--- src/design/decc_map.vh ---
// Register indices, field positions and reset values of the clock and address extension bank.
`ifndef DECC_MAP_VH
`define DECC_MAP_VH
`define DECC_IDX_CLOCK_MUX_CONTROL     8'hF8
`define DECC_IDX_PAGE        8'hF9
`define DECC_IDX_FG          8'hFA
`define DECC_IDX_BG          8'hFB
`define DECC_IDX_COMPATIBILITY_OPTIONS      8'hFC
`define DECC_UNLOCK_VAL      8'hEA
`define DECC_RST8            8'h00
`define DECC_RST4            4'h0
`define DECC_MASK_PAGE       8'h01
`define DECC_MASK_COLOR      8'h0F
`define DECC_MASK_FULL       8'hFF
`define DECC_RST1            1'h0
`define DECC_RST3            3'h0
`define DECC_PAGE_BIT        0
`define DECC_COLOR_HI        3
`define DECC_COLOR_LO        0
`define DECC_FB_SOLID        2'h1
// Miscellaneous output register bits seen by this bank.
`define DECC_MISC_SEL_HI     3
`define DECC_MISC_SEL_LO     2
// Extended clock pin drive levels.
`define DECC_PINS_IDLE       3'h0
`define DECC_PINS_DRIVE      3'h7
// Extended attribute byte fields.
`define DECC_AT_UNDERLINE    7
`define DECC_AT_REVERSE      6
`define DECC_AT_OVERLINE     5
`define DECC_AT_BLINK        4
`define DECC_AT_PALETTE      3
`define DECC_AT_FONT_HI      2
`define DECC_AT_FONT_LO      0
// Clock control fields.
`define DECC_CK_OUT_HI       7
`define DECC_CK_OUT_LO       5
`define DECC_CK_CLK3_ON      4
`define DECC_CK_EXT_OVR      3
`define DECC_CK_OUT_SRC      2
`define DECC_CK_DIR          1
`define DECC_CK_ZERO_ONLY    0
// Compatibility fields.
`define DECC_CP_DECODE       7
`define DECC_CP_DE_SKEW      6
`define DECC_CP_SEQ_CHAIN    5
`define DECC_CP_REF_SKEW     4
`define DECC_CP_SEQ_CHAIN4   3
`define DECC_CP_X256_EN      2
`define DECC_CP_X256_MODE    1
`define DECC_CP_XATTR_EN     0
// Clock source codes on the selected-clock output.
`define DECC_SRC_W           4
`define DECC_SRC_PRIMARY     4'h0
`define DECC_SRC_SECOND      4'h1
`define DECC_SRC_FEATURE     4'h2
`define DECC_SRC_THIRD       4'h3
`define DECC_SRC_GROUND      4'hF
`define DECC_SRC_GEN_BASE    4'h8
`define DECC_SRC_PIN_BASE    4'h4
`endif

--- src/design/decc_ext_regs.v ---
// Extension clock control, page select, colour and compatibility register bank.
`include "decc_map.vh"

module decc_ext_regs (
  input  wire        clock,
  input  wire        reset,
  // Indexed sequencer data port.
  input  wire [7:0]  reg_index,
  input  wire [7:0]  reg_wdata,
  input  wire        reg_write,
  input  wire        reg_read,
  output reg  [7:0]  reg_rdata,
  input  wire        ext_unlocked,
  input  wire        sync_reset_active,
  // Clock select sources from other registers.
  input  wire [7:0]  misc_output,
  input  wire        clock_select_bit4,
  // Extended clock pins as three separate signals.
  input  wire [2:0]  ext_clk_pin_in,
  output reg  [2:0]  ext_clk_pin_out,
  output reg  [2:0]  ext_clk_pin_oe,
  output reg  [3:0]  selected_clock_src,
  // Decoding.
  input  wire        board_enable_pin,
  input  wire        ext_enable_bit,
  output reg         io_decode_en,
  output reg         mem_decode_en,
  // Display enable and refresh timing.
  input  wire [1:0]  hblank_skew,
  output reg  [2:0]  de_skew_chars,
  output reg         refresh_after_unskewed,
  // Solid fill colours.
  input  wire [1:0]  fb_mode,
  output reg  [3:0]  fg_color,
  output reg  [3:0]  bg_color,
  output reg         solid_fill_active,
  // Extended attribute decode.
  input  wire [7:0]  attr_byte,
  output reg         attr_underline,
  output reg         attr_reverse,
  output reg         attr_overline,
  output reg         attr_blink,
  output reg         attr_alt_palette,
  output reg  [2:0]  attr_font,
  // Address multiplexing.
  input  wire [16:0] cpu_addr,
  input  wire [15:0] crtc_count,
  input  wire [15:0] crtc_std_addr,
  input  wire        chain4,
  input  wire        chain_odd_even,
  input  wire        doubleword,
  output wire [15:0] cpu_linear,
  output wire [15:0] crtc_linear
);
  // ****************************************************************
  // Register storage
  // ****************************************************************
  reg  [7:0] clock_mux_control_q;
  reg  [7:0] clk_active_q;
  reg        page_q;
  reg  [3:0] fg_q;
  reg  [3:0] bg_q;
  reg  [7:0] compatibility_options_q;
  reg  [7:0] rdata_d;

  // Index match, shared by every register write strobe below.
  function hit;
    input [7:0] idx;
    input [7:0] want;
    begin
      hit = (idx == want);
    end
  endfunction

  // Solid foreground/background mode decode, used by the flag and both colours.
  function is_solid;
    input [1:0] mode;
    begin
      is_solid = (mode == `DECC_FB_SOLID);
    end
  endfunction

  wire wr_ok = reg_write && ext_unlocked;

  // ****************************************************************
  // Register writes
  // ****************************************************************
  always @(posedge clock) begin
    if (reset) begin
      clock_mux_control_q <= `DECC_RST8;
    end else if (wr_ok && hit(reg_index, `DECC_IDX_CLOCK_MUX_CONTROL)) begin
      clock_mux_control_q <= reg_wdata;
    end
  end

  // Copy to the live clock selection only under synchronous reset, so
  // a write outside reset is held back rather than glitching the mux.
  always @(posedge clock) begin
    if (reset) begin
      clk_active_q <= `DECC_RST8;
    end else if (sync_reset_active) begin
      clk_active_q <= clock_mux_control_q;
    end
  end

  always @(posedge clock) begin
    if (reset) begin
      page_q <= `DECC_RST1;
    end else if (wr_ok && hit(reg_index, `DECC_IDX_PAGE)) begin
      page_q <= reg_wdata[`DECC_PAGE_BIT];
    end
  end

  always @(posedge clock) begin
    if (reset) begin
      fg_q <= `DECC_RST4;
    end else if (wr_ok && hit(reg_index, `DECC_IDX_FG)) begin
      fg_q <= reg_wdata[`DECC_COLOR_HI:`DECC_COLOR_LO];
    end
  end

  always @(posedge clock) begin
    if (reset) begin
      bg_q <= `DECC_RST4;
    end else if (wr_ok && hit(reg_index, `DECC_IDX_BG)) begin
      bg_q <= reg_wdata[`DECC_COLOR_HI:`DECC_COLOR_LO];
    end
  end

  always @(posedge clock) begin
    if (reset) begin
      compatibility_options_q <= `DECC_RST8;
    end else if (wr_ok && hit(reg_index, `DECC_IDX_COMPATIBILITY_OPTIONS)) begin
      compatibility_options_q <= reg_wdata;
    end
  end

  // ****************************************************************
  // Read back
  // ****************************************************************
  always @* begin
    rdata_d = `DECC_RST8;
    if (ext_unlocked) begin
      case (reg_index)
        `DECC_IDX_CLOCK_MUX_CONTROL: rdata_d = clock_mux_control_q;
        `DECC_IDX_PAGE:    rdata_d = {7'h00, page_q};
        `DECC_IDX_FG:      rdata_d = {4'h0, fg_q};
        `DECC_IDX_BG:      rdata_d = {4'h0, bg_q};
        `DECC_IDX_COMPATIBILITY_OPTIONS:  rdata_d = compatibility_options_q;
        default:           rdata_d = `DECC_RST8;
      endcase
    end
  end

  always @(posedge clock) begin
    if (reset) begin
      reg_rdata <= `DECC_RST8;
    end else if (reg_read) begin
      reg_rdata <= rdata_d;
    end
  end

  // ****************************************************************
  // Extended clock pins and clock source selection
  // ****************************************************************
  wire       ck_dir  = clk_active_q[`DECC_CK_DIR];
  wire       ck_src  = clk_active_q[`DECC_CK_OUT_SRC];
  wire       m3      = misc_output[`DECC_MISC_SEL_HI];
  wire       m2      = misc_output[`DECC_MISC_SEL_LO];
  wire [2:0] sel_std = {clock_select_bit4, m3, m2};
  reg  [3:0] src_d;

  always @(posedge clock) begin
    if (reset) begin
      ext_clk_pin_out <= `DECC_PINS_IDLE;
      ext_clk_pin_oe  <= `DECC_PINS_IDLE;
    end else if (ck_dir && ck_src) begin
      ext_clk_pin_out <= clk_active_q[`DECC_CK_OUT_HI:`DECC_CK_OUT_LO];
      ext_clk_pin_oe  <= `DECC_PINS_DRIVE;
    end else if (ck_dir) begin
      ext_clk_pin_out <= sel_std;
      ext_clk_pin_oe  <= `DECC_PINS_DRIVE;
    end else begin
      ext_clk_pin_out <= `DECC_PINS_IDLE;
      ext_clk_pin_oe  <= `DECC_PINS_IDLE;
    end
  end

  // Ground and feature decodes take precedence over zero-only and the select bits unless their override bits are set, so a single
  // external generator still looks like a set of crystals to old software.
  always @* begin
    src_d = `DECC_SRC_PRIMARY;
    if (m3 && m2 && !clk_active_q[`DECC_CK_CLK3_ON]) begin
      src_d = `DECC_SRC_GROUND;
    end else if (m3 && !m2 && !clk_active_q[`DECC_CK_EXT_OVR]) begin
      src_d = `DECC_SRC_FEATURE;
    end else if (clk_active_q[`DECC_CK_ZERO_ONLY]) begin
      src_d = `DECC_SRC_PRIMARY;
    end else if (ck_dir) begin
      // Generator code on the driven pins, eight frequencies.
      src_d = `DECC_SRC_GEN_BASE | {1'b0, sel_std};
    end else begin
      case (sel_std)
        3'h0:    src_d = `DECC_SRC_PRIMARY;
        3'h1:    src_d = `DECC_SRC_SECOND;
        3'h2:    src_d = `DECC_SRC_FEATURE;
        3'h3:    src_d = `DECC_SRC_THIRD;
        // Extended pins as clock inputs.
        default: src_d = `DECC_SRC_PIN_BASE | {2'h0, sel_std[1:0]};
      endcase
    end
  end

  // Only the source code is registered here; the clock itself is switched by
  // the external mux, which sees the code follow misc_output and clock_select_bit4 every cycle, not only under synchronous reset.
  always @(posedge clock) begin
    if (reset) begin
      selected_clock_src <= `DECC_SRC_PRIMARY;
    end else begin
      selected_clock_src <= src_d;
    end
  end

  // ****************************************************************
  // Decode enables
  // ****************************************************************
  always @(posedge clock) begin
    if (reset) begin
      io_decode_en <= `DECC_RST1;
    end else begin
      io_decode_en <= board_enable_pin && compatibility_options_q[`DECC_CP_DECODE];
    end
  end

  always @(posedge clock) begin
    if (reset) begin
      mem_decode_en <= `DECC_RST1;
    end else begin
      mem_decode_en <= board_enable_pin && compatibility_options_q[`DECC_CP_DECODE]
                       && ext_enable_bit;
    end
  end

  // ****************************************************************
  // Display enable skew and refresh start
  // ****************************************************************
  always @(posedge clock) begin
    if (reset) begin
      de_skew_chars <= `DECC_RST3;
    end else begin
      de_skew_chars <= {1'b0, hblank_skew}
                       + {2'b00, compatibility_options_q[`DECC_CP_DE_SKEW]};
    end
  end

  always @(posedge clock) begin
    if (reset) begin
      refresh_after_unskewed <= `DECC_RST1;
    end else begin
      refresh_after_unskewed <= compatibility_options_q[`DECC_CP_REF_SKEW];
    end
  end

  // ****************************************************************
  // Solid fill colours
  // ****************************************************************
  always @(posedge clock) begin
    if (reset) begin
      solid_fill_active <= `DECC_RST1;
      fg_color          <= `DECC_RST4;
      bg_color          <= `DECC_RST4;
    end else begin
      solid_fill_active <= is_solid(fb_mode);
      fg_color          <= is_solid(fb_mode) ? fg_q : `DECC_RST4;
      bg_color          <= is_solid(fb_mode) ? bg_q : `DECC_RST4;
    end
  end

  // ****************************************************************
  // Extended attributes
  // ****************************************************************
  always @(posedge clock) begin
    if (reset) begin
      attr_underline   <= `DECC_RST1;
      attr_reverse     <= `DECC_RST1;
      attr_overline    <= `DECC_RST1;
      attr_blink       <= `DECC_RST1;
      attr_alt_palette <= `DECC_RST1;
      attr_font        <= `DECC_RST3;
    end else if (compatibility_options_q[`DECC_CP_XATTR_EN]) begin
      attr_underline   <= attr_byte[`DECC_AT_UNDERLINE];
      attr_reverse     <= attr_byte[`DECC_AT_REVERSE];
      attr_overline    <= attr_byte[`DECC_AT_OVERLINE];
      attr_blink       <= attr_byte[`DECC_AT_BLINK];
      attr_alt_palette <= attr_byte[`DECC_AT_PALETTE];
      attr_font        <= attr_byte[`DECC_AT_FONT_HI:`DECC_AT_FONT_LO];
    end else begin
      attr_underline   <= `DECC_RST1;
      attr_reverse     <= `DECC_RST1;
      attr_overline    <= `DECC_RST1;
      attr_blink       <= `DECC_RST1;
      attr_alt_palette <= `DECC_RST1;
      attr_font        <= `DECC_RST3;
    end
  end

  // The address paths stay combinational so that CPU and CRTC accesses see a
  // new mode in the same cycle as the stored compatibility bits.
  decc_addr_mux u_addr_mux (
    .cpu_addr       (cpu_addr),
    .crtc_count     (crtc_count),
    .crtc_std_addr  (crtc_std_addr),
    .compatibility_options         (compatibility_options_q),
    .page_sel       (page_q),
    .misc_page_bit  (misc_output[1]),
    .chain4         (chain4),
    .chain_odd_even (chain_odd_even),
    .doubleword     (doubleword),
    .cpu_linear     (cpu_linear),
    .crtc_linear    (crtc_linear)
  );
endmodule

--- src/design/decc_addr_mux.v ---
// CPU and CRTC linear address multiplexing for extended chain and 256-colour modes.
`include "decc_map.vh"
module decc_addr_mux (
  input  wire [16:0] cpu_addr,
  input  wire [15:0] crtc_count,
  input  wire [15:0] crtc_std_addr,
  input  wire [7:0]  compatibility_options,
  input  wire        page_sel,
  input  wire        misc_page_bit,
  input  wire        chain4,
  input  wire        chain_odd_even,
  input  wire        doubleword,
  output reg  [15:0] cpu_linear,
  output reg  [15:0] crtc_linear
);
  wire x256_en = compatibility_options[`DECC_CP_X256_EN];
  wire x256_md = compatibility_options[`DECC_CP_X256_MODE];

  always @* begin
    cpu_linear = cpu_addr[15:0];
    if (chain4) begin
      if (x256_en && !x256_md) begin
        cpu_linear = {cpu_addr[15:2], misc_page_bit, page_sel};
      end else if (x256_en && x256_md) begin
        cpu_linear = {cpu_addr[15:2], page_sel, cpu_addr[16]};
      end else if (compatibility_options[`DECC_CP_SEQ_CHAIN4]) begin
        cpu_linear = {cpu_addr[1:0], cpu_addr[15:2]};
      end
    end else if (chain_odd_even && compatibility_options[`DECC_CP_SEQ_CHAIN]) begin
      cpu_linear = {cpu_addr[1:0], cpu_addr[15:2]};
    end
  end

  always @* begin
    crtc_linear = crtc_std_addr;
    if (x256_en && doubleword) begin
      crtc_linear = {crtc_std_addr[15:2], crtc_count[15], crtc_count[14]};
    end
  end
endmodule

--- config.mk ---
export PLATFORM = sky130hd
export DESIGN_NAME = decc_ext_regs
export DESIGN_NICKNAME = d
export VERILOG_FILES = /design/src/design/decc_ext_regs.v /design/src/design/decc_addr_mux.v
export VERILOG_INCLUDE_DIRS = /design/src /design/src/design
export SDC_FILE = /design/constraint.sdc
export NUM_CORES = 1
export LEC_CHECK = 0
export BUFFER_PORTS_ARGS = -buffer_cell sky130_fd_sc_hd__buf_2
export CORE_MARGIN = 8
export CORE_UTILIZATION = 30
export CTS_BUF_LIST = sky130_fd_sc_hd__clkbuf_2 sky130_fd_sc_hd__clkbuf_4 sky130_fd_sc_hd__clkbuf_8
export CTS_CLUSTER_SIZE = 16
export DETAILED_ROUTE_END_ITERATION = 10
export PLACE_DENSITY_LB_ADDON = 0.3
export SLEW_MARGIN = 0
export SYNTH_ARGS = -nofsm -noshare
export SYNTH_HDL_FRONTEND = slang
export SYNTH_SLANG_ARGS = --single-unit
--- constraint.sdc ---
create_clock -name clock -period 1.6 [get_ports clock]
set_clock_uncertainty 0.2 [all_clocks]
set_input_delay 0.08 -clock clock [delete_from_list [all_inputs] [get_ports clock]]
set_output_delay 0.08 -clock clock [all_outputs]
set_load 0.005 [all_outputs]
# --- After elaboration in Yosys (flattened, before gate mapping) ---
# Index checks and enable logic that the tools add are counted.
word_totals:
  ff_bits: 74
  in_bits: 100
  out_inout_bits: 73
  wordCells: 76
classes:
  n_addsub: 1
  n_eq_ne: 9
  mux: 17
  n_bitwise: 2
  n_reduce_logical: 24
op_table:
  columns: ["operator", "count"]
  rows:
  - ["$mux W16", 5]
  - ["$eq A8 B8 Y1 const B", 5]
  - ["$pmux W8 S5", 1]
  - ["$logic_and A1 B1 Y1", 17]
  - ["$mux W4", 4]
  - ["$mux W3", 4]
  - ["$pmux W3 S4", 1]
  - ["$mux W8", 1]
  - ["$eq A3 B2 Y1 const B", 2]
  - ["$logic_not A1 Y1", 4]
  - ["$reduce_or A2 Y1", 2]
  - ["$add A2 B1 Y3", 1]
  - ["$eq A3 B1 Y1 const B", 1]
  - ["$logic_not A3 Y1", 1]
  - ["$eq A2 B1 Y1 const B", 1]
  - ["$mux W2", 1]
  - ["$not A1 Y1", 2]

# --- Depth between registers and ports, before layout ---
# Gate-level depths: netlist of run 1.
depth:
  depth_word: 6
  depth_mapped: 6
  mapped_depth_nobuf: 4

# --- Modules after synthesis ---
# From an unflattened synthesis of run 1, not the netlist that was laid out.
unflattened:
  cells_unflattened: 310
  area_unflattened_um2: 3259.4
by_module_without_submodules:
  columns: ["module", "instances", "cells_per_inst", "area_each_um2", "seq_area_each_um2"]
  rows:
  - ["decc_ext_regs", 1, 262, 2788.9, 1441.4]
  - ["decc_addr_mux", 1, 48, 470.5, 0.0]

# --- Worst setup path before layout of run 1 ---
# No wires, ideal clock.
synth_timing:
  path_type: "register to output"
  start: "register compatibility_options_q[5]"
  end: "output port cpu_linear[12]"
  t_arrival_ps: 1342
  required_time_ps: 1320
  slack_ps: -22
  stages_incl_launch_ff: 5
  n_path_buf: 1
  path_cell_list: "dfxtp_1 > nand2_1 > o21ai_1 > buf_2 > mux2_2"
synth_via:
  elab_chain_len: 3
synth_lines:
  columns: ["item", "line", "source"]
  rows:
  - ["start, declared", "decc_ext_regs.v:63", "reg [7:0] compatibility_options_q;"]
  - ["start signal, assigned", "decc_ext_regs.v:132", "compatibility_options_q <= `DECC_RST8;"]
  - ["start signal, assigned", "decc_ext_regs.v:134", "compatibility_options_q <= reg_wdata;"]
  - ["$logic_and A1 B1 Y1", "decc_addr_mux.v:29", "end else if (chain_odd_even && compatibility_options[`DECC_CP_SEQ_CHAIN]) begin"]
  - ["$mux W16", "decc_addr_mux.v:29", null]
  - ["$mux W16", "decc_addr_mux.v:21", "if (chain4) begin"]
  - ["end, declared", "decc_ext_regs.v:52", "output wire [15:0] cpu_linear,"]
# No other way between the ends.

# --- Final worst setup path of run 1 ---
layout_timing:
  start: "register compatibility_options_q[2]"
  end: "output port cpu_linear[13]"
layout_via:
  elab_chain_len: 4
  word_cells_on_any_way: 5
  classes_between: "mux (3); reduce/logical (2)"
layout_lines:
  columns: ["item", "line", "source"]
  rows:
  - ["$logic_and A1 B1 Y1", "decc_addr_mux.v:24", "end else if (x256_en && x256_md) begin"]
  - ["$mux W16", "decc_addr_mux.v:24", null]
  - ["$mux W16 *", "decc_addr_mux.v:22", "if (x256_en && !x256_md) begin"]
  - ["$mux W16 *", "decc_addr_mux.v:21", null]
# Every way passes the cells marked *; elsewhere a longest branch is shown, timed or not.

==> results of run 1 <==
## worst max-delay path by stage
stage	start	to	cells past startpoint
finish	compatibility_options_q[2]	cpu_linear[13]	5
global route	compatibility_options_q[2]	cpu_linear[4]	5
CTS	compatibility_options_q[5]	cpu_linear[13]	5
detailed placement	reg_index[4]	compatibility_options_q[6]	7
global placement	reg_index[3]	bg_q[3]	5
floorplan	compatibility_options_q[5]	cpu_linear[12]	4
## report_power, final
group	switching [mW]	total [mW]	internal, mW
Clock	0.634	1.26	0.630
Combinational	0.171	0.418	0.247
Sequential	0.00250	1.80	1.80
## flip-flops by register name, indices dropped and copies added (netlist names), 3 cells and up
signal                   count
attr_font                    3
bg_color                     4
bg_q                         4
clk_active_q                 8
clock_mux_control_q          8
compatibility_options_q      8
de_skew_chars                3
ext_clk_pin_out              3
fg_color                     4
fg_q                         4
reg_rdata                    8
selected_clock_src           4
## cell type report
class,count,area [sq um],share of cell area (%)
multi-input combinational,194,1550,32.8
sequential,72,1450,30.6
inverter,2,7.51,0.159
clock buffer,12,153,3.23
tap,136,170,3.60
clock inverter,4,20.0,0.424
timing repair buffer,192,1380,29.1
## stage by stage
stage	instance area [sq um]	util (%)	std cells	power [mW]	setup slack, ns
final	4730	46.6	612	3.48	-0.228
after global routing	4730	46.6	612	3.65	-0.283
after detailed placement	3860	38.1	547	2.12	0.0487
after floorplan	3080	-	295	1.99	0.0695
after global placement	3860	38.1	547	2.12	0.0778
after CTS	4670	46.0	609	3.53	-0.254
## layer usage
layer | routed length, microns | vias to the layer above
met4 | 178 | 0
met3 | 749 | 12
li1 | - | 1356
met2 | 4200 | 117
met5 | 0 | -
met1 | 3840 | 1216
## cells in the final DEF (no fill, tap or decap), types with 10 or more instances in the layout
cell type,count
and2_1,17
buf_6,19
mux2_4,18
clkbuf_8,10
buf_4,21
buf_2,106
mux2i_1,50
dfxtp_1,69
nor2_1,40
nand2_1,12
dlygate4sd3_1,44
## synth_stat cells (all sizes together), types with 2 or more instances
| master | count |
|---|---|
| nor3b | 2 |
| clkbuf | 6 |
| o21ai | 8 |
| a21o | 2 |
| ha | 2 |
| nand2 | 14 |
| buf | 21 |
| nor4 | 4 |
| o22ai | 4 |
| mux2 | 20 |
| nand3b | 2 |
| o211ai | 2 |
| nand2b | 3 |
| dfxtp | 72 |
| nor2b | 6 |
| a22o | 3 |
| nor2 | 40 |
| inv | 2 |
| or2b | 2 |
| and2 | 17 |
| mux2i | 50 |
| nor3 | 2 |
## repair_timing
action	in CTS	in global routing
hold buffers	44	0
pin swaps	4	2
endpoints found under the setup margin	18	19
buffers inserted	2	3
gates resized for setup	41	9
endpoints found under the hold margin	79	0
gates cloned	0	0
## cells by family (layout without fill, tap and decap cells)
family,Yosys count,count (layout)
mux,70,70
flops,72,72
compound gates,23,23
fa+ha+maj,2,2
buf+inv,29,210
simple gates,99,99
==> flow_summary.yaml, run 1 <==
sta:
  worstMarginPinSlew_ns: 0.453
  period_minus_slack_ns: 1.83
  finalHoldViolCount: 0
  tns_ns: -3.56
  holdWs_ns: 0.0194
  fmax_ghz: 0.547
  rsz0062_at_grt: "true"
  max-slew-margin-rel_pct: 69.4
  timing.final.crit_share_pct: 114
  setup_viol_count_final: 18
  setup_slack_ns: -0.228
  slew_viol_final: 0
place:
  dpl.hpwl_microns: 6310
  placement.io_buffers: 122
  routabilityCongestion: 0.751
synthesis:
  yosys_most_used_dff: "dfxtp_1"
  ys_seq_elements: 72
  avgSynthCellArea_sq_um: 10.4
  ys_warn_count: 0
  yosys.area_share.xor_xnor_pct: 0
  synth-edff-count: 0
  synthesis.area_sq_um: 3080
  synth_area_leaders: "dfxtp_1 47%, mux2i_1 16%, mux2_2 5.1%"
  yosysUniqueCellTypes: 39
  synth_top_family_by_area: "multiplexers"
  synth_fa_ha_area_share_pct: 0.813
  synthMuxAreaShare_pct: 23.6
  synth_top_area_share_pct: 46.8
  ys_async_sr_fraction_pct: 0
  yosys.area.top_type: "dfxtp_1"
  ys_seq_area_share_pct: 46.8
  synth-simple-area-share_pct: 18.0
  synth_fp_nets: 397
  synthCells: 295
  synth_compound_area_share_pct: 4.96
cells_and_area:
  fillers: 945
  drive_gt1_share_pct: 41.0
  syn_to_final_growth_pct: 53.6
  num_antenna_cells: 0
  nets: 573
setup_path:
  cpPeakStageDelay_ns: 0.32
  path_cells: "nand3b_1 -> o21ai_4 -> buf_6 -> mux2_4 -> buf_6"
  cp_data_arrival_time_ns: 1.55
  reg2reg_slack_ns: 0.09
  cp_max_fo: 7
  cp_common_cell: "buf_6"
  critical_path.top_delay_family: "flip-flops"
  worstSetupStartpointType: "register"
  cp-end-kind: "output pin"
  rr_startpoint: "compatibility_options_q[2]"
  crit_required_ns: 1.32
  worst-path-buf-inv: 2
  worstRegToRegCells: 6
  slowest_stage: "dfxtp_2"
  critPathKind: "reg2out"
  r2r-end: "reg_rdata[2]"
run_status:
  status: "complete, but fails checks"
  violations: "setup timing"
detailed_routing:
  wl_microns: 8960
  ant_nets: 0
  drt-vias-per-instance: 4.41
  wl_per_cell_microns: 14.6
  dr.pass1.iters: 4
  via_count: 2701
  drt_iter0_drc: 87
  drc: 0
min_path:
  hold_path_class: "in2reg"
  min_to: "selected_clock_src[0]"
  hp-start: "reset"
  hold-path-cell-count: 2
grt:
  overflow: 0
  grt_max_degree: 15
  grtUsageMet2_pct: 21.3
  grt_use_met3_pct: 3.64
  grt_pass1_wl_microns: 14000
  met1_usage_pct: 15.5
  grt_pass1_vias: 2908
  busiest_layer: "met2"
  gr-usage-all-layers_pct: 13.1
  antenna_found_initial: 0
floorplan:
  fp.dieH_microns: 117
  initial_core_util_pct: 30.3
  die-area_sq_um: 13800
  io_pins: 173
  die_width_microns: 117
  num_rows: 37
  core-area_sq_um: 10100
power:
  ir_drop_uv: 299
  power.density_nw_per_um2: 737
  power.leakage_nw: 2.22
cts:
  clockBufferDepth: 2
  cts_sinks: 72
  clk_pin_slew_ns: 0.07
  numCtsBuffers: 9
  cts_tree: "yes"
  cts_htree_levels: 3
  clkLatencyLatePin_ns: 0.34
  cts_root_buf: "clkbuf_8"
job:
  cap_viol_max_count: 0
Note: power is estimated with default switching activity, not from simulation.
==> run 2, diff against run 1 <==
--- a/config.mk
+++ b/config.mk
@@ -16,4 +16,5 @@
 export SLEW_MARGIN = 0
 export SYNTH_ARGS = -nofsm -noshare
 export SYNTH_HDL_FRONTEND = slang
+export SYNTH_HIERARCHICAL = 1
 export SYNTH_SLANG_ARGS = --single-unit
==> run 2 against run 1 <==
The flow still finishes with violations (setup timing). Die area increased by 5.1%. Combinational power increased by 1%. Sequential share of layout area down 0.38 points. Register-to-register slack got worse by 0.02 ns. Worst setup slack worse by 0.0047 ns.
==> flow_summary.yaml, run 2 <==
run_status:
  status: "complete, but fails checks"
  violations: "setup timing"
synthesis:
  synthCells: 310
  ys_warn_count: 6
  synthesis.area_sq_um: 3260
  ys_async_sr_fraction_pct: 0
  ys_seq_area_share_pct: 44.2
  synth_area_leaders: "dfxtp_1 44%, mux2i_1 15%, nand2b_1 6.9%"
  synth_fp_nets: 412
  synth_most_common_cell: "dfxtp_1"
  avgSynthCellArea_sq_um: 10.5
  synth_commonest_cells: "72 x dfxtp_1, 48 x mux2i_1, 36 x nand2b_1"
  ys_seq_elements: 72
  yosys_most_used_dff: "dfxtp_1"
  synth_top_area_share_pct: 44.2
  yosys.area.top_type: "dfxtp_1"
  yosysUniqueCellTypes: 45
  synth-edff-count: 0
setup_path:
  cp_max_fo: 14
  reg2reg_slack_ns: 0.07
  rr_startpoint: "clk_active_q[4]"
  crit_required_ns: 1.32
  critPathKind: "reg2out"
  cp-end-kind: "output pin"
  cp_data_arrival_time_ns: 1.55
  worstSetupStartpointType: "register"
  r2r-end: "selected_clock_src[1]"
  worstRegToRegCells: 3
power:
  switchingPower_mw: 0.894
  p_sw_share_pct: 24.8
  power.leakage_nw: 2.32
  ir_drop_uv: 440
  cell_internal_pwr_mw: 2.70
  power.density_nw_per_um2: 752
  pwr-share-clk_pct: 38.2
  power_frac_comb_pct: 11.8
  p_seq_share_pct: 50.0
floorplan:
  io_pins: 173
  num_rows: 38
  core-area_sq_um: 10700
  die-area_sq_um: 14500
  initial_core_util_pct: 30.5
  fp.dieH_microns: 120
  die_width_microns: 120
cts:
  clk_pin_slew_ns: 0.08
  cts_tree: "yes"
  cts_sinks: 72
  cts_htree_levels: 3
  cts_root_buf: "clkbuf_8"
  clkLatencyLatePin_ns: 0.35
  numCtsBuffers: 9
  clockBufferDepth: 2
grt:
  grt_max_degree: 38
  overflow: 0
  grt_pass1_wl_microns: 14600
  antenna_found_initial: 0
  gr-usage-all-layers_pct: 12.7
  grt_pass1_vias: 2929
place:
  dpl.hpwl_microns: 6770
  dp.cells: 556
  dpl_cell_area_sq_um: 3990
  placement.io_buffers: 122
  routabilityCongestion: 0.829
job:
  cap_viol_max_count: 0
detailed_routing:
  drt_iter0_drc: 78
  wl_microns: 9500
  via_count: 2764
  ant_nets: 0
  dr.pass1.iters: 5
  drc: 0
  drt-vias-per-instance: 4.45
  wl_per_cell_microns: 15.3
min_path:
  hold-path-cell-count: 4
  hold_path_class: "in2reg"
  min_to: "reg_rdata[6]"
  hp-start: "reg_index[3]"
cells_and_area:
  design_area_sq_um: 4790
  fillers: 1062
  num_antenna_cells: 0
  syn_to_final_growth_pct: 46.9
  drive_gt1_share_pct: 39.1
  final_common_cell: "buf_2"
  most-common-layout-cells: "110 x buf_2, 69 x dfxtp_1, 48 x mux2i_1"
  finalNonFillerCells: 621
  utilization_pct: 44.7
  nets: 578
sta:
  finalHoldViolCount: 0
  slew_viol_final: 0
  setup_viol_count_final: 16
  setup_slack_ns: -0.233
  worstMarginPinSlew_ns: 0.343
  max-slew-margin-rel_pct: 77.1
  fmax_ghz: 0.546
  timing.final.crit_share_pct: 115
  period_minus_slack_ns: 1.83
  tns_ns: -3.09
  rsz0062_at_grt: "true"
[run 2: cell types whose count changed after synthesis, moves of 4 or more]
cell	change
nand2b_1	+33
nor2_1	-23
mux2_4	+10
mux2_1	-6
nand2_1	-6
mux2_2	-5
nand4_1	+5
inv_1	+4
[run 2: how the worst max path moves through the flow]
| stage | start | endpoint | cells after the start | slack (ns) |
|---|---|---|---|---|
| floorplan | compatibility_options_q[5] | cpu_linear[10] | 4 | 0.16 |
| global placement | compatibility_options_q[5] | cpu_linear[2] | 5 | 0.12 |
| detailed placement | compatibility_options_q[3] | cpu_linear[2] | 5 | 0.09 |
| CTS | compatibility_options_q[2] | cpu_linear[15] | 5 | -0.27 |
| global route | compatibility_options_q[5] | cpu_linear[15] | 5 | -0.30 |
| finish | compatibility_options_q[2] | cpu_linear[15] | 5 | -0.23 |
[run 2: critical path, cell delays in order, from the launching register on]
cell and delay [ns]:
dfxtp_2 0.33, nand3b_1 0.16, o21ai_2 0.09, buf_12 0.18, mux2_2 0.34, buf_2 0.13
[run 2: stage by stage]
| step | power [mW] | setup slack [ns] | hold slack (ns) |
|---|---|---|---|
| global route | 3.76 | -0.299 | 0.0158 |
| CTS | 3.66 | -0.268 | 0.00725 |
| floorplan | 2.02 | 0.158 | -0.00984 |
| detailed placement | 2.15 | 0.0895 | -0.0400 |
| global placement | 2.15 | 0.116 | -0.0400 |
| finish | 3.60 | -0.233 | 0.0198 |
[run 2: final cells by class]
class	instances	area (sq um)	area share, %
Clock inverter	5	38.8	0.810
Tap cell	140	175	3.66
Multi-Input combinational cell	203	1640	34.2
Clock buffer	11	151	3.16
Sequential cell	72	1450	30.2
Timing Repair Buffer	183	1310	27.4
Inverter	7	26.3	0.549
[run 2: routing by layer]
| metal | vias up | global-route usage, % | wire, microns |
|---|---|---|---|
| met2 | 80 | 22.0 | 4850 |
| li1 | 1393 | - | - |
| met1 | 1282 | 14.4 | 3980 |
| met4 | 0 | 4.92 | 102 |
| met5 | - | 0 | 0 |
| met3 | 9 | 3.73 | 567 |
[run 2: power groups by stage]
stage          Combinational [mW]  Clock, mW  Sequential [mW]
6_report                    0.423       1.38             1.80
4_1_cts                     0.418       1.44             1.80
2_1_floorplan               0.170          0             1.85
3_5_place_dp                0.307          0             1.84
3_3_place_gp                0.302          0             1.84
5_1_grt                     0.454       1.51             1.80
[run 2: cells by family after synthesis]
group / after synthesis / share of synthesized area (%)
flops: 72 / 44.2
simple gates: 107 / 20.3
compound gates: 27 / 5.45
fa+ha+maj: 2 / 0.768
mux: 67 / 22.5
buf+inv: 35 / 6.79
[run 2: timing repair]
| item | 4_1_cts | 5_1_grt |
|---|---|---|
| resized for setup | 21 | 7 |
| pin swaps | 3 | 3 |
| hold endpoints to repair | 77 | 0 |
| hold buffers | 44 | 0 |
| endpoints found under the setup margin | 18 | 26 |
| setup buffers | 4 | 1 |
